**src/design/dfs_pkg.sv**
```systemverilog
// Purpose: Shared constants and types for the drive fault status indicator
// Assumes: 50 MHz system clock, 1 ms time base
// Notes: All blink timing is counted in milliseconds
`default_nettype none
package dfs_pkg;
   localparam int CLK_HZ = 50_000_000;
   localparam int TICK_US = 1000;
   localparam int TICK_CYCLES = (CLK_HZ / 1_000_000) * TICK_US;
   localparam int MS_W = 11;
   localparam logic [10:0] POWERUP_MS = 11'h1f4;
   localparam logic [10:0] SLOW_HALF_MS = 11'h1f4;
   localparam logic [10:0] FAST_HALF_MS = 11'h064;
   localparam logic [10:0] RED_ON_MS = 11'h0fa;
   localparam logic [10:0] RED_OFF_MS = 11'h0fa;
   localparam logic [10:0] RED_PAUSE_MS = 11'h5dc;
   localparam logic [2:0] FC_NONE = 3'h0;
   localparam logic [2:0] FC_STALL = 3'h1;
   localparam logic [2:0] FC_UNDERVOLT = 3'h2;
   localparam logic [2:0] FC_OVERVOLT = 3'h3;
   localparam logic [2:0] FC_OVERCURRENT = 3'h4;
   localparam logic [2:0] FC_INTERLOCK = 3'h5;
   localparam logic [2:0] FC_OVERTEMP = 3'h6;
   localparam logic [2:0] FC_NVM_CHECKSUM = 3'h7;
   localparam logic [2:0] SYNC_RESET = 3'h2;

   typedef enum logic [4:0] {
      PAT_GREEN = 5'h01,
      PAT_SLOW = 5'h02,
      PAT_FAST = 5'h04,
      PAT_RED = 5'h08,
      PAT_CODE = 5'h10
   } dfs_pat_t;

   typedef enum logic [2:0] {
      PH_ON = 3'h1,
      PH_OFF = 3'h2,
      PH_PAUSE = 3'h4
   } dfs_phase_t;

   typedef enum logic [2:0] {
      ST_PWRUP = 3'h1,
      ST_NOPROBE = 3'h2,
      ST_RUN = 3'h4
   } dfs_state_t;
endpackage
`default_nettype wire

```
**src/design/dfs_pat_if.sv**
```systemverilog
// Purpose: Carries the LED pattern request and the LED drive
// Assumes: Single clock domain
// Notes: ctl side picks the pattern, gen side blinks it
`default_nettype none
interface dfs_pat_if;
   dfs_pkg::dfs_pat_t mode;
   logic [2:0] count;
   logic tick;
   logic green;
   logic red;
   modport ctl (output mode, output count, output tick, input green, input red);
   modport gen (input mode, input count, input tick, output green, output red);
endinterface
`default_nettype wire

```
**src/design/dfs_blink.sv**
```systemverilog
// Purpose: Bicolour LED pattern generator
// Assumes: tick is a one-cycle pulse every millisecond
// Notes: Pattern restarts whenever the requested mode changes
`default_nettype none
module dfs_blink (
   input wire logic clk_sys,
   input wire logic nrst,
   dfs_pat_if.gen p
);
   logic [10:0] cnt;
   logic [10:0] next_cnt;
   logic [10:0] limit;
   logic [2:0] idx;
   logic [2:0] next_idx;
   dfs_pkg::dfs_phase_t ph;
   dfs_pkg::dfs_phase_t next_ph;
   dfs_pkg::dfs_pat_t mode_q;
   logic [2:0] count_q;
   logic green_q;
   logic red_q;
   logic next_green;
   logic next_red;
   logic code;
   logic on;

   always_comb begin
      next_cnt = cnt;
      next_ph = ph;
      next_idx = idx;
      code = (p.mode == dfs_pkg::PAT_CODE);
      if (code) begin
         if (ph == dfs_pkg::PH_ON) begin
            limit = dfs_pkg::RED_ON_MS;
         end else if (ph == dfs_pkg::PH_OFF) begin
            limit = dfs_pkg::RED_OFF_MS;
         end else begin
            limit = dfs_pkg::RED_PAUSE_MS;
         end
      end else if (p.mode == dfs_pkg::PAT_FAST) begin
         limit = dfs_pkg::FAST_HALF_MS;
      end else begin
         limit = dfs_pkg::SLOW_HALF_MS;
      end
      // A new fault code in flash mode restarts the group
      if (p.mode != mode_q || p.count != count_q) begin
         next_cnt = 11'h000;
         next_ph = dfs_pkg::PH_ON;
         next_idx = 3'h1;
      end else if (p.tick) begin
         if (cnt + 11'h001 >= limit) begin
            next_cnt = 11'h000;
            case (ph)
               dfs_pkg::PH_ON: begin
                  if (code && idx == p.count) begin
                     next_ph = dfs_pkg::PH_PAUSE;
                  end else begin
                     next_ph = dfs_pkg::PH_OFF;
                  end
               end
               dfs_pkg::PH_OFF: begin
                  next_ph = dfs_pkg::PH_ON;
                  if (code) begin
                     next_idx = idx + 3'h1;
                  end
               end
               default: begin
                  next_ph = dfs_pkg::PH_ON;
                  next_idx = 3'h1;
               end
            endcase
         end else begin
            next_cnt = cnt + 11'h001;
         end
      end
      on = (next_ph == dfs_pkg::PH_ON);
      next_green = (p.mode == dfs_pkg::PAT_GREEN)
         || ((p.mode == dfs_pkg::PAT_SLOW || p.mode == dfs_pkg::PAT_FAST) && on);
      next_red = (p.mode == dfs_pkg::PAT_RED) || (code && on);
   end

   always_ff @(posedge clk_sys or negedge nrst) begin
      if (!nrst) begin
         cnt <= 11'h000;
         ph <= dfs_pkg::PH_ON;
         idx <= 3'h1;
         mode_q <= dfs_pkg::PAT_RED;
         count_q <= 3'h0;
         green_q <= 1'b0;
         red_q <= 1'b1;
      end else begin
         cnt <= next_cnt;
         ph <= next_ph;
         idx <= next_idx;
         mode_q <= p.mode;
         count_q <= p.count;
         green_q <= next_green;
         red_q <= next_red;
      end
   end

   assign p.green = green_q;
   assign p.red = red_q;
endmodule
`default_nettype wire

```
**src/design/dfs_top.sv**
```systemverilog
// Purpose: Drive fault supervision, amplifier enable and status LED
// Assumes: Fault event and probe inputs come from logic on clk_sys
// Notes: Pins are filtered by a three-stage synchroniser
`default_nettype none
// Overview of operation
// - Steady green when running normally with no fault and amplifier enabled.
// - Slow green flashing while shut down with no fault.
// - Rapid green flashing while a regeneration dump runs.
// - Faults show red; after power-up, steady red only means motor not yet probed.
// - Latched faults flash red one to seven times by class.
// - Power cycle, serial reset or reset logic input clears a latched fault.
// - Completed motor probe leaves the steady red state.
// - Brief red at power-up, then green if no fault.
// - Active shutdown input disables the amplifier and motor.
// - Inactive shutdown input keeps amplifier enabled and motor energised.
// - Shutdown input polarity is selectable.
// - Fault output goes high whenever a red condition other than the power-up red is present.
// - Fault output stays on while a fault code keeps flashing.
// - Open safety loop cuts current, latches fault, shows five flashes.
module dfs_top #(
   parameter int TICK_CYCLES = dfs_pkg::TICK_CYCLES
) (
   input wire logic clk_sys,
   input wire logic nrst,
   input wire logic amplifier_disable_input,
   input wire logic motor_safety_loop,
   input wire logic reset_input,
   input wire logic sd_active_high,
   input wire logic reset_cmd,
   input wire logic motor_probed,
   input wire logic regen_dump,
   input wire logic fault_stall,
   input wire logic fault_undervolt,
   input wire logic fault_overvolt,
   input wire logic fault_overcurrent,
   input wire logic fault_overtemp,
   input wire logic fault_nvm_checksum,
   output logic led_green,
   output logic led_red,
   output logic fault_out,
   output logic amp_enable
);
   localparam logic [15:0] TICK_LAST = 16'(TICK_CYCLES - 1);

   logic [2:0] pin_in;
   logic [2:0] s1;
   logic [2:0] s2;
   logic [2:0] s3;
   logic [2:0] filt;
   logic [2:0] next_filt;
   logic rst_in_q;
   logic [15:0] tick_cnt;
   logic [15:0] next_tick_cnt;
   logic tick;
   logic [10:0] pu_cnt;
   logic [10:0] next_pu_cnt;
   dfs_pkg::dfs_state_t state;
   dfs_pkg::dfs_state_t next_state;
   logic [2:0] fault_code;
   logic [2:0] next_code;
   logic [2:0] evt_code;
   logic [7:1] evt;
   logic shutdown;
   logic loop_ok;
   logic clear_req;
   logic next_amp;
   logic next_fault_out;
   dfs_pkg::dfs_pat_t pat;

   dfs_pat_if pif ();

   // Pin synchroniser, change accepted when stages two and three agree
   assign pin_in = {reset_input, motor_safety_loop, amplifier_disable_input};
   for (genvar i = 0; i < 3; i++) begin : g_sync
      assign next_filt[i] = (s2[i] == s3[i]) ? s3[i] : filt[i];
   end

   always_ff @(posedge clk_sys or negedge nrst) begin
      if (!nrst) begin
         s1 <= dfs_pkg::SYNC_RESET;
         s2 <= dfs_pkg::SYNC_RESET;
         s3 <= dfs_pkg::SYNC_RESET;
         filt <= dfs_pkg::SYNC_RESET;
         rst_in_q <= 1'b0;
      end else begin
         s1 <= pin_in;
         s2 <= s1;
         s3 <= s2;
         filt <= next_filt;
         rst_in_q <= filt[2];
      end
   end

   // Millisecond tick divider
   always_comb begin
      tick = (tick_cnt == TICK_LAST);
      next_tick_cnt = tick ? 16'h0000 : tick_cnt + 16'h0001;
   end

   always_ff @(posedge clk_sys or negedge nrst) begin
      if (!nrst) begin
         tick_cnt <= 16'h0000;
      end else begin
         tick_cnt <= next_tick_cnt;
      end
   end

   // Supervision and fault latch
   always_comb begin
      shutdown = sd_active_high ? filt[0] : !filt[0];
      loop_ok = filt[1];
      clear_req = reset_cmd || (filt[2] && !rst_in_q);
      evt = {fault_nvm_checksum, fault_overtemp, !loop_ok, fault_overcurrent,
             fault_overvolt, fault_undervolt, fault_stall};
      evt_code = dfs_pkg::FC_NONE;
      for (int k = 7; k >= 1; k--) begin
         if (evt[k]) begin
            evt_code = 3'(k);
         end
      end
      next_code = fault_code;
      if (clear_req) begin
         next_code = evt_code;
      end else if (fault_code == dfs_pkg::FC_NONE) begin
         next_code = evt_code;
      end
      next_state = state;
      next_pu_cnt = pu_cnt;
      case (state)
         dfs_pkg::ST_PWRUP: begin
            if (tick) begin
               next_pu_cnt = pu_cnt + 11'h001;
               if (pu_cnt + 11'h001 >= dfs_pkg::POWERUP_MS) begin
                  next_state = motor_probed ? dfs_pkg::ST_RUN : dfs_pkg::ST_NOPROBE;
               end
            end
         end
         dfs_pkg::ST_NOPROBE: begin
            if (motor_probed) begin
               next_state = dfs_pkg::ST_RUN;
            end
         end
         default: begin
            next_state = dfs_pkg::ST_RUN;
         end
      endcase
      next_amp = (state == dfs_pkg::ST_RUN) && (next_code == dfs_pkg::FC_NONE)
         && !shutdown && loop_ok;
      next_fault_out = (next_code != dfs_pkg::FC_NONE)
         || (next_state == dfs_pkg::ST_NOPROBE);
      if (state == dfs_pkg::ST_PWRUP) begin
         pat = dfs_pkg::PAT_RED;
      end else if (fault_code != dfs_pkg::FC_NONE) begin
         pat = dfs_pkg::PAT_CODE;
      end else if (state == dfs_pkg::ST_NOPROBE) begin
         pat = dfs_pkg::PAT_RED;
      end else if (regen_dump) begin
         pat = dfs_pkg::PAT_FAST;
      end else if (shutdown) begin
         pat = dfs_pkg::PAT_SLOW;
      end else begin
         pat = dfs_pkg::PAT_GREEN;
      end
   end

   always_ff @(posedge clk_sys or negedge nrst) begin
      if (!nrst) begin
         state <= dfs_pkg::ST_PWRUP;
         pu_cnt <= 11'h000;
         fault_code <= dfs_pkg::FC_NONE;
         amp_enable <= 1'b0;
         fault_out <= 1'b0;
      end else begin
         state <= next_state;
         pu_cnt <= next_pu_cnt;
         fault_code <= next_code;
         amp_enable <= next_amp;
         fault_out <= next_fault_out;
      end
   end

   assign pif.mode = pat;
   assign pif.count = fault_code;
   assign pif.tick = tick;
   assign led_green = pif.green;
   assign led_red = pif.red;

   dfs_blink u_blink (
      .clk_sys(clk_sys),
      .nrst(nrst),
      .p(pif.gen)
   );
endmodule
`default_nettype wire

```
**config.mk**
```make
export PLATFORM = sky130hd
export DESIGN_NAME = dfs_top
export DESIGN_NICKNAME = d
export VERILOG_FILES = /design/src/design/dfs_pkg.sv /design/src/design/dfs_pat_if.sv /design/src/design/dfs_blink.sv /design/src/design/dfs_top.sv
export SDC_FILE = /design/constraint.sdc
export NUM_CORES = 1
export LEC_CHECK = 0
export BUFFER_PORTS_ARGS = -buffer_cell sky130_fd_sc_hd__buf_2
export CORE_ASPECT_RATIO = 0.75
export CORE_MARGIN = 2
export CORE_UTILIZATION = 55
export CTS_BUF_LIST = sky130_fd_sc_hd__clkbuf_8
export CTS_CLUSTER_DIAMETER = 50
export DETAILED_ROUTE_END_ITERATION = 10
export PLACE_DENSITY = 0.71
export SYNTH_ARGS = -nofsm -noshare
export SYNTH_HDL_FRONTEND = slang
export SYNTH_SLANG_ARGS = --single-unit
```
**constraint.sdc**
```tcl
create_clock -name clk_sys -period 6.6 [get_ports clk_sys]
set_input_delay 0.33 -clock clk_sys [delete_from_list [all_inputs] [get_ports clk_sys]]
set_output_delay 0.33 -clock clk_sys [all_outputs]
set_load 0.01 [all_outputs]
```
Word-level counts from Yosys, hierarchy flattened
Index checks and enable logic that the tools add are counted.

Input bits: 15. Register bits after elaboration: 75. Word-level logic and storage cells: 109. Output and inout bits: 4.

Equality and inequality tests: 21. Multiplexer cells: 38. Add/subtract/negate cells: 4. Magnitude comparators: 2. Reduce and logical (&&, ||, !) cells: 24.

Operators by type and width (count): two-way mux 3 bit (23); two-way mux 11 bit (6); adder 11 x 1 -> 11 bit, second input constant (2); adder 16 x 1 -> 16 bit, second input constant (1); equality test 16 bit, second input constant (1); two-way mux 16 bit (1); case mux 3 bit (2 select lines) (2); >= comparator 11 bit (1); >= comparator 11 x 9 -> 1 bit, second input constant (1); two-way mux 5 bit (2); equality test 3 x 1 -> 1 bit, second input constant (3); equality test 3 x 2 -> 1 bit, second input constant (3); two-way mux 9 bit (1); logical AND 1 bit (7); logical NOT 3 bit (2); logical OR 1 bit (6); nonzero test 3 bit (2); equality test 5 x 1 -> 1 bit, second input constant (1); equality test 5 x 2 -> 1 bit, second input constant (1); equality test 5 x 3 -> 1 bit, second input constant (1); equality test 5 x 4 -> 1 bit, second input constant (1); equality test 5 bit, second input constant (1); != test 5 bit (1); two-way mux 4 bit (1); 13 further kinds (18).

Depth between registers and ports, before layout
Gate-level depths: netlist of run 1.

Depth in word-level cells: 17. Gate-level depth with buffers: 13. Gate-level depth less buffers: 11.

Cells and area by module
From an unflattened synthesis of run 1, not the netlist that was laid out.

Cells, all modules: 391. Area total of the unflattened synthesis: 3955.0 um^2.

By module, submodules not included: dfs_top (area each 2250.9 um^2, cells an instance 206, instances 1); dfs_blink (area each 1704.1 um^2, cells an instance 185, instances 1).

Worst setup path before layout of run 1
Ideal clock, no wire load.

Path kind: register -> register. Start point: register state[0]. End point: register u_blink.cnt[2]. Library setup time: 0.086 ns. Stages on the path, launching flop included: 12. Data arrival time: 2.713 ns. Required time: 6.514 ns. Clock period less this slack: 2.799 ns. Slack: 3.801 ns. Buffers on the path: 0. Cell sequence: dfstp_2 > nor3b_1 > nor2_1 > inv_1 > nor2_1 > ha_1 > and3_1 > o31ai_1 > a221oi_2 > o22ai_1 > nor2_1 > nor3_1.

Elaborated cells between the ends (all ways): 16.

RTL lines: start, declared (RTL line dfs_top.sv:57) `dfs_pkg::dfs_state_t state;`; start signal, assigned (RTL line dfs_top.sv:168) `state <= dfs_pkg::ST_PWRUP;`; start signal, assigned (RTL line dfs_top.sv:174) `state <= next_state;`; equality test 3 x 1 -> 1 bit * (RTL line dfs_top.sv:151) `if (state == dfs_pkg::ST_PWRUP) begin`; two-way mux 5 bit * (RTL line dfs_top.sv:151); named net pat[4] (RTL line dfs_top.sv:68) `dfs_pkg::dfs_pat_t pat;`; equality test 5 x 3 -> 1 bit (RTL line dfs_blink.sv:39) `end else if (p.mode == dfs_pkg::PAT_FAST) begin`; two-way mux 9 bit (RTL line dfs_blink.sv:39); two-way mux 11 bit (RTL line dfs_blink.sv:31) `if (code) begin`; >= comparator 11 bit (RTL line dfs_blink.sv:50) `if (cnt + 11'h001 >= limit) begin`; two-way mux 11 bit (RTL line dfs_blink.sv:50); two-way mux 11 bit (RTL line dfs_blink.sv:49) `end else if (p.tick) begin`; two-way mux 11 bit (RTL line dfs_blink.sv:45) `if (p.mode != mode_q || p.count != count_q) begin`; end signal, assigned (RTL line dfs_blink.sv:91) `cnt <= next_cnt;`; end, declared (RTL line dfs_blink.sv:10) `logic [10:0] cnt;`.

Mark *: on every way through the listed nets, which the timed path passes. The rest lies on a longest branch. The select of a mux whose other input is x is not followed. A chain may end at the register's enable or synchronous reset.

Worst setup path after layout of run 1
Start point: register state[0]. End point: register u_blink.idx[1].

Elaborated cells between the ends (all ways): 18.

RTL lines: equality test 3 x 1 -> 1 bit * (RTL line dfs_top.sv:151); two-way mux 5 bit * (RTL line dfs_top.sv:151); named net pat[4] (RTL line dfs_top.sv:68); equality test 5 x 3 -> 1 bit (RTL line dfs_blink.sv:39); two-way mux 9 bit (RTL line dfs_blink.sv:39); two-way mux 11 bit (RTL line dfs_blink.sv:31); >= comparator 11 bit (RTL line dfs_blink.sv:50); nonzero test 2 bit (no line); AND reduction 4 bit (no line); end signal, assigned (RTL line dfs_blink.sv:93) `idx <= next_idx;`; end, declared (RTL line dfs_blink.sv:13) `logic [2:0] idx;`.

Mark *: on every way through the listed nets, which the timed path passes. The rest lies on a longest branch.

==> impl_metrics.tcl, run 1 <==
set metrics [dict create \
    syn_inst 384 \
    routedWlPerCell_um 14.8 \
    die_area_um2 7700 \
    ctsHoldBuffers 0 \
    grt.overflow.total 0 \
    final_util_pct 61.5 \
    cts_made_buffers 9 \
    htreeDepth 3 \
    period_share_pct 55.6 \
    cap_violations 0 \
    yosys_warnings 0 \
    grt_usage_pct 20.7 \
    p_leak_nw 1.87 \
    postCtsSetupRepairBufs 0 \
    synth_most_common_cell "dfrtp_1" \
    power.density_nw_per_um2 217 \
    swShare_pct 25.0 \
    p_switching_w 0.000227 \
    finalWirelength_mm 7.26 \
    seq_power_share_pct 54.0 \
    fmax_mhz 273 \
    multi_input_area_um2 1870 \
    rsz0062_at_grt "false" \
    clk_path_buf_depth 2 \
    syn_area_per_cell_um2 10.0 \
    netlist_area_um2 3860 \
    ys_top_cells_by_area "dfrtp_1 (43%), dfstp_2 (6.1%), xnor2_1 (5.5%)" \
    vias 2778 \
    cts-root-buf "clkbuf_8" \
    fin_skew_ps 8.17 \
    synth-seq-cells 75 \
    core_area_um2 6800 \
    yosys.area.top_type "dfrtp_1" \
    port-buffer-count 18 \
    p_comb_share_pct 9.9 \
    drt_iter0_markers 163 \
    worstMarginPinSlew_ps 1010 \
    die_h_um 76.5 \
    startpoint_type "flip-flop" \
    row_count 26 \
    grt_pass1_vias 2724 \
    ios 19 \
    relSlewSlack_pct 32.5 \
    slew_violations 0 \
    synth_common_cells "dfrtp_1 (66), nand2_1 (36), nor2_1 (34)" \
    crit_family "compound AO/OA/AOI/OAI gates" \
    fin_crit_ps 3670 \
    r2r_slack_ps 2930 \
    cts.reportedPaths.clkPinSlew_ps 80 \
    path_cells "nor3b_1 -> nor2_1 -> inv_1 -> nor2_1 -> ha_1 -> and3_1 -> o31ai_1 -> a221oi_2 -> o221ai_1 -> o21ai_0 -> a21oi_1" \
    yosysSeqAreaShare_pct 49.0 \
    drcViolationCount 0 \
    critPathSlowestCell "o221ai_1" \
    grt_pass1_wl_mm 12.8 \
    setup_violations 0 \
    path_depth 11 \
    finalSetupTns_ps 0 \
    synth_edf_count 0 \
    syn_nets 412 \
    synth_top_area_share_pct 42.8 \
    hpwl_mm 5.01 \
    crit_top_cell "nor2_1" \
    insertion_delay_ps 340 \
    cts_repair_resize_count 0 \
    drive_above_1_share_pct 11.8 \
    crit_path_end_kind "flip-flop" \
    crit_type "reg -> reg" \
    grt_antenna_before_repair 0 \
    seq_area_um2 1890 \
    path_buf_inv 1 \
    antenna_left 0 \
    cts_sinks 75 \
    cp_slowest_stage_delay_ps 810 \
    async_reset_ff_share_pct 100 \
    vdd.ir_drop.worst_mv 0.0926 \
    grt_max_degree 76 \
    hold_path.class "in -> reg" \
    crit_required_ps 6850 \
    fin_nets 431 \
    diodes 0 \
    start_util_pct 56.7 \
    synth-main-ff-cell "dfrtp_1" \
    place_congestion 0.794 \
    hold_viol 0 \
    cts_tree "built" \
    crit_fanout 13 \
    synthDistinctLibCells 59 \
    power.internal_w 0.000680 \
    vias_per_cell 5.65 \
    syn_to_final_growth_pct 8.44 \
    fillers 579 \
    worst_hold_path.num_cells 1 \
    status "completed" \
    clkPwrFrac_pct 36.1 \
    firstDrtPassIters 5 \
    arrival_ps 3920 \
    reg2reg_depth 11 \
    die-width_um 101 \
]
## per-layer routing
| metal | up-vias | share of wire (%) | track usage [%] |
|---|---|---|---|
| li1 | 1395 | - | - |
| met1 | 1325 | 51 | 31.0 |
| met2 | 56 | 44 | 29.3 |
| met3 | 2 | 4.5 | 6.61 |
| met4 | 0 | 0.34 | 4.93 |
| met5 | - | 0 | 0 |
## worst paths after layout
kind,start,to
max,state[0],u_blink.idx[1]
min,motor_safety_loop,s1[1]
max reg2reg,state[0],u_blink.idx[1]
min reg2reg,s1[2],s2[2]
max in group asynchronous,nrst,u_blink.mode_q[2]
min in group asynchronous,nrst,filt[2]
## state kept, by name, summed over array words and instances (netlist names)
signal / cells
u_blink.idx: 3
s3: 3
u_blink.cnt: 11
pu_cnt: 11
fault_out: 1
u_blink.mode_q: 5
filt: 3
tick_cnt: 16
fault_code: 3
amp_enable: 1
u_blink.p.green: 1
u_blink.count_q: 3
s1: 3
u_blink.p.red: 1
state: 3
s2: 3
u_blink.ph: 3
rst_in_q: 1
## cells by family (layout without fill, tap and decap cells)
| group | after synthesis | in the layout | synth area share (%) |
|---|---|---|---|
| multiplexers | 3 | 3 | 0.844 |
| XOR/XNOR | 45 | 45 | 10.2 |
| flip-flops | 75 | 75 | 49.0 |
| AND/OR/NAND/NOR | 163 | 163 | 21.9 |
| buffers and inverters | 23 | 47 | 2.66 |
| adder cells (fa/ha/maj) | 16 | 16 | 5.00 |
| AO/OA/AOI/OAI | 59 | 59 | 10.4 |
## worst reg2reg max path: cells and delay by family, from the launching register on
| family | cells | cell delay (ps) |
|---|---|---|
| simple gates | 4 | 840 |
| compound gates | 5 | 1680 |
| flops | 1 | 580 |
| buf+inv | 1 | 180 |
| fa+ha+maj | 1 | 310 |
## layout make-up
class / count / area share [%]
Tap cell: 84 / 2.51
Multi-Input combinational cell: 286 / 44.6
Inverter: 13 / 1.17
Clock buffer: 9 / 2.96
Clock inverter: 7 / 1.38
Sequential cell: 75 / 45.2
Timing Repair Buffer: 18 / 2.21
## per-stage QoR
step	cells	worst slack, ps	hold slack [ps]	power, W	area, um2
2_1_floorplan	384	3800	34.4	0.000556	3860
3_3_place_gp	476	3270	332	0.000586	4000
3_5_place_dp	476	3030	336	0.000589	4000
4_1_cts	492	3010	68.5	0.000918	4180
5_1_grt	492	2650	61.4	0.000955	4180
6_report	492	2930	88.7	0.000907	4180
## cell usage in the layout (no fill, tap or decap), types with 3 or more instances in the layout
master,netlist,final
a21boi_0,3,3
a21o_1,4,4
a21oi_1,14,14
a31oi_1,3,3
and2_1,3,3
and3_1,9,9
buf_2,6,17
clkbuf_8,0,9
dfrtp_1,66,66
dfstp_2,9,9
ha_1,13,13
inv_1,13,17
maj3_1,3,3
nand2_1,36,36
nand2b_1,5,5
nand3_1,23,23
nand4_1,5,5
nor2_1,34,34
nor3_1,21,21
o21ai_0,10,10
o31ai_1,5,5
or3_1,6,6
or4_1,3,3
xnor2_1,24,24
xor2_1,21,21
## power groups by stage
| stage | combinational (W) | clock (W) | sequential (W) |
|---|---|---|---|
| global route | 0.000101 | 0.000362 | 0.000492 |
| finish | 0.0000896 | 0.000327 | 0.000490 |
| global placement | 0.0000878 | 0 | 0.000498 |
| CTS | 0.0000899 | 0.000338 | 0.000490 |
| detailed placement | 0.0000898 | 0 | 0.000499 |
| floorplan | 0.0000585 | 0 | 0.000498 |
(Power assumes the default switching activity.)
==> inputs of run 2 (changes only) <==
PLACE_DENSITY = 0.74   (was 0.71)
clock period = 3.02 ns   (was 6.6 ns; I/O delays follow)
==> run 2 against run 1 <==
Net effect: cell area increased by 8.7%; clock skew increased by 1.5 ps; cell count increased by 7.1%; die area unchanged; register-to-register slack got worse by 2800 ps; sequential power increased by 120%; non-clock buffer count increased by 35; critical path type unchanged.
==> impl_metrics.tcl, run 2 (synthesis gave the netlist of run 1 again) <==
set metrics [dict create \
    routedWlPerCell_um 14.7 \
    layout_common_cells "dfrtp_1 (66), nand2_1 (36), nor2_1 (33)" \
    setup_violations 0 \
    whs_ps 20.7 \
    grt.overflow.total 0 \
    row_count 26 \
    top_register "tick_cnt" \
    hpwl_mm 5.29 \
    layout_top_registers "tick_cnt (16), pu_cnt (11), u_blink.cnt (11)" \
    p_switching_w 0.000508 \
    seq_power_share_pct 48.7 \
    use_met1_pct 31.0 \
    grt_antenna_before_repair 0 \
    fin_crit_ps 2900 \
    drt_iter0_markers 142 \
    vias 2986 \
    clkPwrFrac_pct 40.8 \
    cap_violations 0 \
    htreeDepth 3 \
    die-width_um 101 \
    die_h_um 76.5 \
    period_share_pct 96.1 \
    fin_nets 466 \
    arrival_ps 3190 \
    cts_made_buffers 9 \
    crit_required_ps 3310 \
    dp_slack_ps -4.18 \
    drcViolationCount 0 \
    crit_path_end_kind "flip-flop" \
    layout_commonest_cell "dfrtp_1" \
    grt_pass1_vias 2843 \
    vias_per_cell 5.67 \
    vdd.ir_drop.worst_mv 0.363 \
    fin_skew_ps 9.67 \
    p_comb_share_pct 10.5 \
    diodes 0 \
    clk_path_buf_depth 2 \
    swShare_pct 23.3 \
    critPathSlowestCell "dfstp_2" \
    met2_usage_pct 30.2 \
    firstDrtPassIters 4 \
    grt_pass1_wl_mm 13.0 \
    setup_ws_ps 118 \
    insertion_delay_ps 370 \
    worstMarginPinSlew_ps 926 \
    grt_busiest_layer "met1" \
    hold_path.class "in -> reg" \
    final_util_pct 66.9 \
    power.density_nw_per_um2 480 \
    fin_total_pwr_w 0.00218 \
    met3_usage_pct 7.25 \
    fillers 500 \
    cts_tree "built" \
    power.internal_w 0.00167 \
    status "completed" \
    drive_above_1_share_pct 19.9 \
    crit_type "reg -> reg" \
    crit_fanout 6 \
    relSlewSlack_pct 38.3 \
    die_area_um2 7700 \
    p_leak_nw 2.06 \
    crit_family "compound AO/OA/AOI/OAI gates" \
    cts_sinks 75 \
    grt_max_degree 76 \
    finalWirelength_mm 7.75 \
    path_buf_inv 2 \
    core_area_um2 6800 \
    cts.reportedPaths.clkPinSlew_ps 70 \
    cts-root-buf "clkbuf_8" \
    antenna_left 0 \
    start_util_pct 56.7 \
    fmax_mhz 345 \
    port-buffer-count 18 \
    ios 19 \
    syn_to_final_growth_pct 17.9 \
    startpoint_type "flip-flop" \
    cp_slowest_stage_delay_ps 540 \
    largest_reg_flops 16 \
    hold_viol 0 \
    slew_violations 0 \
    place_congestion 0.941 \
    finalSetupTns_ps 0 \
    grt_usage_pct 21.7 \
    path_cells "nand2b_1 -> a21o_1 -> nand2_1 -> inv_1 -> ha_1 -> and3_1 -> o31ai_1 -> a221oi_2 -> o221ai_2 -> buf_4 -> or4_1 -> a21oi_1" \
]
## run 2: changes by cell type in the layout (fill, tap and decap cells not counted), sizes merged
cell,before,now
buf,18,48
bufinv,1,3
clkdlybuf4s15,0,1
clkinv,1,0
clkinvlp,1,0
dlygate4sd3,0,4
## run 2: worst paths after layout
kind | endpoint | depth (start not counted) | from | slack (ps)
setup / recovery | u_blink.idx[2] | 12 | u_blink.ph[0] | 120
hold / removal | u_blink.mode_q[1] | 2 | regen_dump | 20
setup reg to reg | u_blink.idx[2] | 12 | u_blink.ph[0] | 120
hold reg to reg | s2[1] | 0 | s1[1] | 360
max in group asynchronous | tick_cnt[14] | 2 | nrst | 1960
min in group asynchronous | rst_in_q | 2 | nrst | 460
## run 2: cell type report
| type | instances | area, um2 | share of cell area, % |
|---|---|---|---|
| timing repair buffer | 53 | 369 | 8.12 |
| multi-input combinational | 286 | 1910 | 41.9 |
| inverter | 13 | 48.8 | 1.07 |
| clock buffer | 9 | 124 | 2.73 |
| sequential | 75 | 1890 | 41.5 |
| tap | 84 | 105 | 2.31 |
| clock inverter | 7 | 105 | 2.31 |
## run 2: repair_timing
action | in CTS | in global routing
pin swaps | 1 | 6
hold endpoints to repair | 69 | 0
gates resized for setup | 2 | 8
setup endpoints to repair | 1 | 18
cloned | 0 | 1
hold buffers | 4 | 0
buffers inserted | 7 | 6
## run 2: power by group through the flow
stage	combinational, W	sequential [W]	clock, W
after floorplan	0.000128	0.00109	0
after global placement	0.000217	0.00108	0
after detailed placement	0.000223	0.00108	0
after CTS	0.000229	0.00106	0.000912
after global routing	0.000254	0.00107	0.000950
final	0.000228	0.00106	0.000890
## run 2: metal layers
layer | vias to the layer above | share of wire (%)
met4 | 0 | 1.6
met1 | 1452 | 49
met2 | 61 | 44
li1 | 1459 | -
met5 | - | 0
met3 | 14 | 5.2
## run 2: per-stage QoR
step                area (um2)  cells
floorplan                 3860    384
global placement          4130    493
detailed placement        4130    493
CTS                       4450    520
global route              4550    527
finish                    4550    527
==> inputs of run 3 (changes only) <==
PLACE_DENSITY = 0.71   (was 0.74)
clock period = 2.8 ns   (was 3.02 ns; I/O delays follow)
==> run 3 against run 2 <==
Net effect: the flow now finishes with violations (negative setup slack); register-to-register slack got worse by 210 ps; cell area increased by 6.4%; cell count increased by 1.7%; critical path type unchanged; critical endpoint unchanged; largest power group unchanged; highest routed layer unchanged.
==> impl_metrics.tcl, run 3 (synthesis gave the netlist of run 1 again) <==
set metrics [dict create \
    start_util_pct 56.7 \
    period_share_pct 103 \
    swShare_pct 26.2 \
    rsz0062_at_grt "true" \
    arrival_ps 3170 \
    crit_fanout 5 \
    r2r-end "u_blink.idx[2]" \
    setup_ws_ps -95.7 \
    power.internal_w 0.00168 \
    violations "negative setup slack" \
    die_h_um 76.5 \
    layout_common_cells "dfrtp_1 (65), nand2_1 (35), buf_4 (35)" \
    min_to "u_blink.mode_q[1]" \
    ios 19 \
    hold_path.class "in -> reg" \
    relSlewSlack_pct 38.4 \
    cts.reportedPaths.clkPinSlew_ps 80 \
    layout_top_registers "tick_cnt (16), pu_cnt (11), u_blink.cnt (11)" \
    grt.overflow.total 0 \
    grt_usage_pct 22.7 \
    fin_crit_ps 2900 \
    fmax_mhz 345 \
    row_count 26 \
    drive_above_1_share_pct 28.3 \
    cts_sinks 75 \
    r2r_start "state[0]" \
    diodes 0 \
    port-buffer-count 18 \
    layout_commonest_cell "dfrtp_1" \
    insertion_delay_ps 360 \
    die-width_um 101 \
    cap_violations 0 \
    die_area_um2 7700 \
    htreeDepth 3 \
    drcViolationCount 0 \
    fin_total_pwr_w 0.00227 \
    startpoint_type "flip-flop" \
    power.density_nw_per_um2 469 \
    fillers 484 \
    slew_violations 0 \
    antenna_left 0 \
    grt_pass1_vias 2981 \
    fin_nets 475 \
    worstMarginPinSlew_ps 901 \
    vdd.ir_drop.worst_mv 0.315 \
    routedWlPerCell_um 16.3 \
    crit_type "reg -> reg" \
    syn_to_final_growth_pct 25.5 \
    seq_power_share_pct 50.5 \
    grt_max_degree 76 \
    grt_pass1_wl_mm 13.9 \
    core_area_um2 6800 \
    vias 3084 \
    p_leak_nw 2.13 \
    status "finished, violations left" \
    firstDrtPassIters 5 \
    largest_reg_flops 16 \
    worst_hold_path.num_cells 2 \
    place_congestion 0.872 \
    grt_antenna_before_repair 0 \
    vias_per_cell 5.75 \
    crit_required_ps 3070 \
    top_register "tick_cnt" \
    r2r_slack_ps -100 \
    hold_path.startpoint "regen_dump" \
    dp_slack_ps -101 \
    crit_path_end_kind "flip-flop" \
    clkPwrFrac_pct 36.6 \
    finalWirelength_mm 8.75 \
    fin_skew_ps 10.5 \
    cts_made_buffers 9 \
    hpwl_mm 5.52 \
    clk_path_buf_depth 2 \
    final_util_pct 71.2 \
    cts_tree "built" \
    hold_viol 0 \
    drt_iter0_markers 181 \
    p_switching_w 0.000596 \
    reg2reg_depth 12 \
    cts-root-buf "clkbuf_8" \
    p_comb_share_pct 12.9 \
    setup_violations 5 \
]
-- run 3: changes by cell type in the layout (fill, tap and decap cells not counted), moves of 3 or more --
| cell | delta |
|---|---|
| ha_4 | +5 |
| buf_6 | +6 |
| nor2_1 | -4 |
| ha_1 | -4 |
| nor2_2 | +3 |
| inv_1 | -3 |
| buf_4 | +4 |
-- run 3: timing repair --
item                                   CTS  global route
buffers inserted                         2             6
gates cloned                             0             1
setup endpoints to repair                7            19
endpoints found under the hold margin   69             0
pin swaps                                7            16
hold buffers                             4             0
resized for setup                        7            54
-- run 3: through the flow --
| stage | TNS, ps | instance area [um2] | hold WS (ps) | cells |
|---|---|---|---|---|
| finish | -341 | 4840 | 13.0 | 536 |
| global route | -1880 | 4840 | 11.3 | 536 |
| CTS | -22.0 | 4510 | 3.44 | 530 |
| detailed placement | -270 | 4240 | 250 | 508 |
| global placement | 0 | 4240 | 246 | 508 |
| floorplan | 0 | 3860 | -156 | 384 |
-- run 3: layout make-up --
| class | count | area [um2] | area share (%) |
|---|---|---|---|
| multi-input combinational | 286 | 2140 | 44.3 |
| sequential | 75 | 1890 | 39.0 |
| timing repair buffer | 62 | 455 | 9.41 |
| clock buffer | 10 | 138 | 2.84 |
| tap | 84 | 105 | 2.17 |
| clock inverter | 6 | 58.8 | 1.22 |
| inverter | 13 | 48.8 | 1.01 |
-- run 3: worst max path at each step --
stage,startpoint,endpoint,slack (ps)
2_1_floorplan,state[0],u_blink.cnt[2],1
3_3_place_gp,state[0],u_blink.idx[2],10
3_5_place_dp,state[0],u_blink.idx[2],-100
4_1_cts,state[0],u_blink.idx[2],-20
5_1_grt,state[0],u_blink.idx[2],-220
6_report,state[0],u_blink.idx[2],-100
-- run 3: power by group through the flow --
| stage | clock network [W] | logic, W | registers [W] |
|---|---|---|---|
| after floorplan | 0 | 0.000138 | 0.00117 |
| after global placement | 0 | 0.000234 | 0.00116 |
| after CTS | 0.000851 | 0.000252 | 0.00115 |
| final | 0.000832 | 0.000292 | 0.00115 |
| after detailed placement | 0 | 0.000238 | 0.00117 |
| after global routing | 0.000899 | 0.000322 | 0.00115 |
-- run 3: critical path, cell delays in order (launching register included) --
cell      delay [ps]
dfstp_2          560
buf_6            110
xnor2_2           70
o21ai_2          190
or2_4            160
inv_2             50
ha_4             250
and3_4           180
o31ai_4           70
a221oi_4         340
o221ai_4         190
or4_4            510
a21oi_2          140
-- run 3: metal layers --
layer  global-route usage [%]  wire length [um]  part of all wire, %
met5                        0                 0                    0
met4                     7.40               190                  2.2
met3                     5.78               411                  4.7
met2                     33.4              4110                   47
met1                     32.7              4030                   46
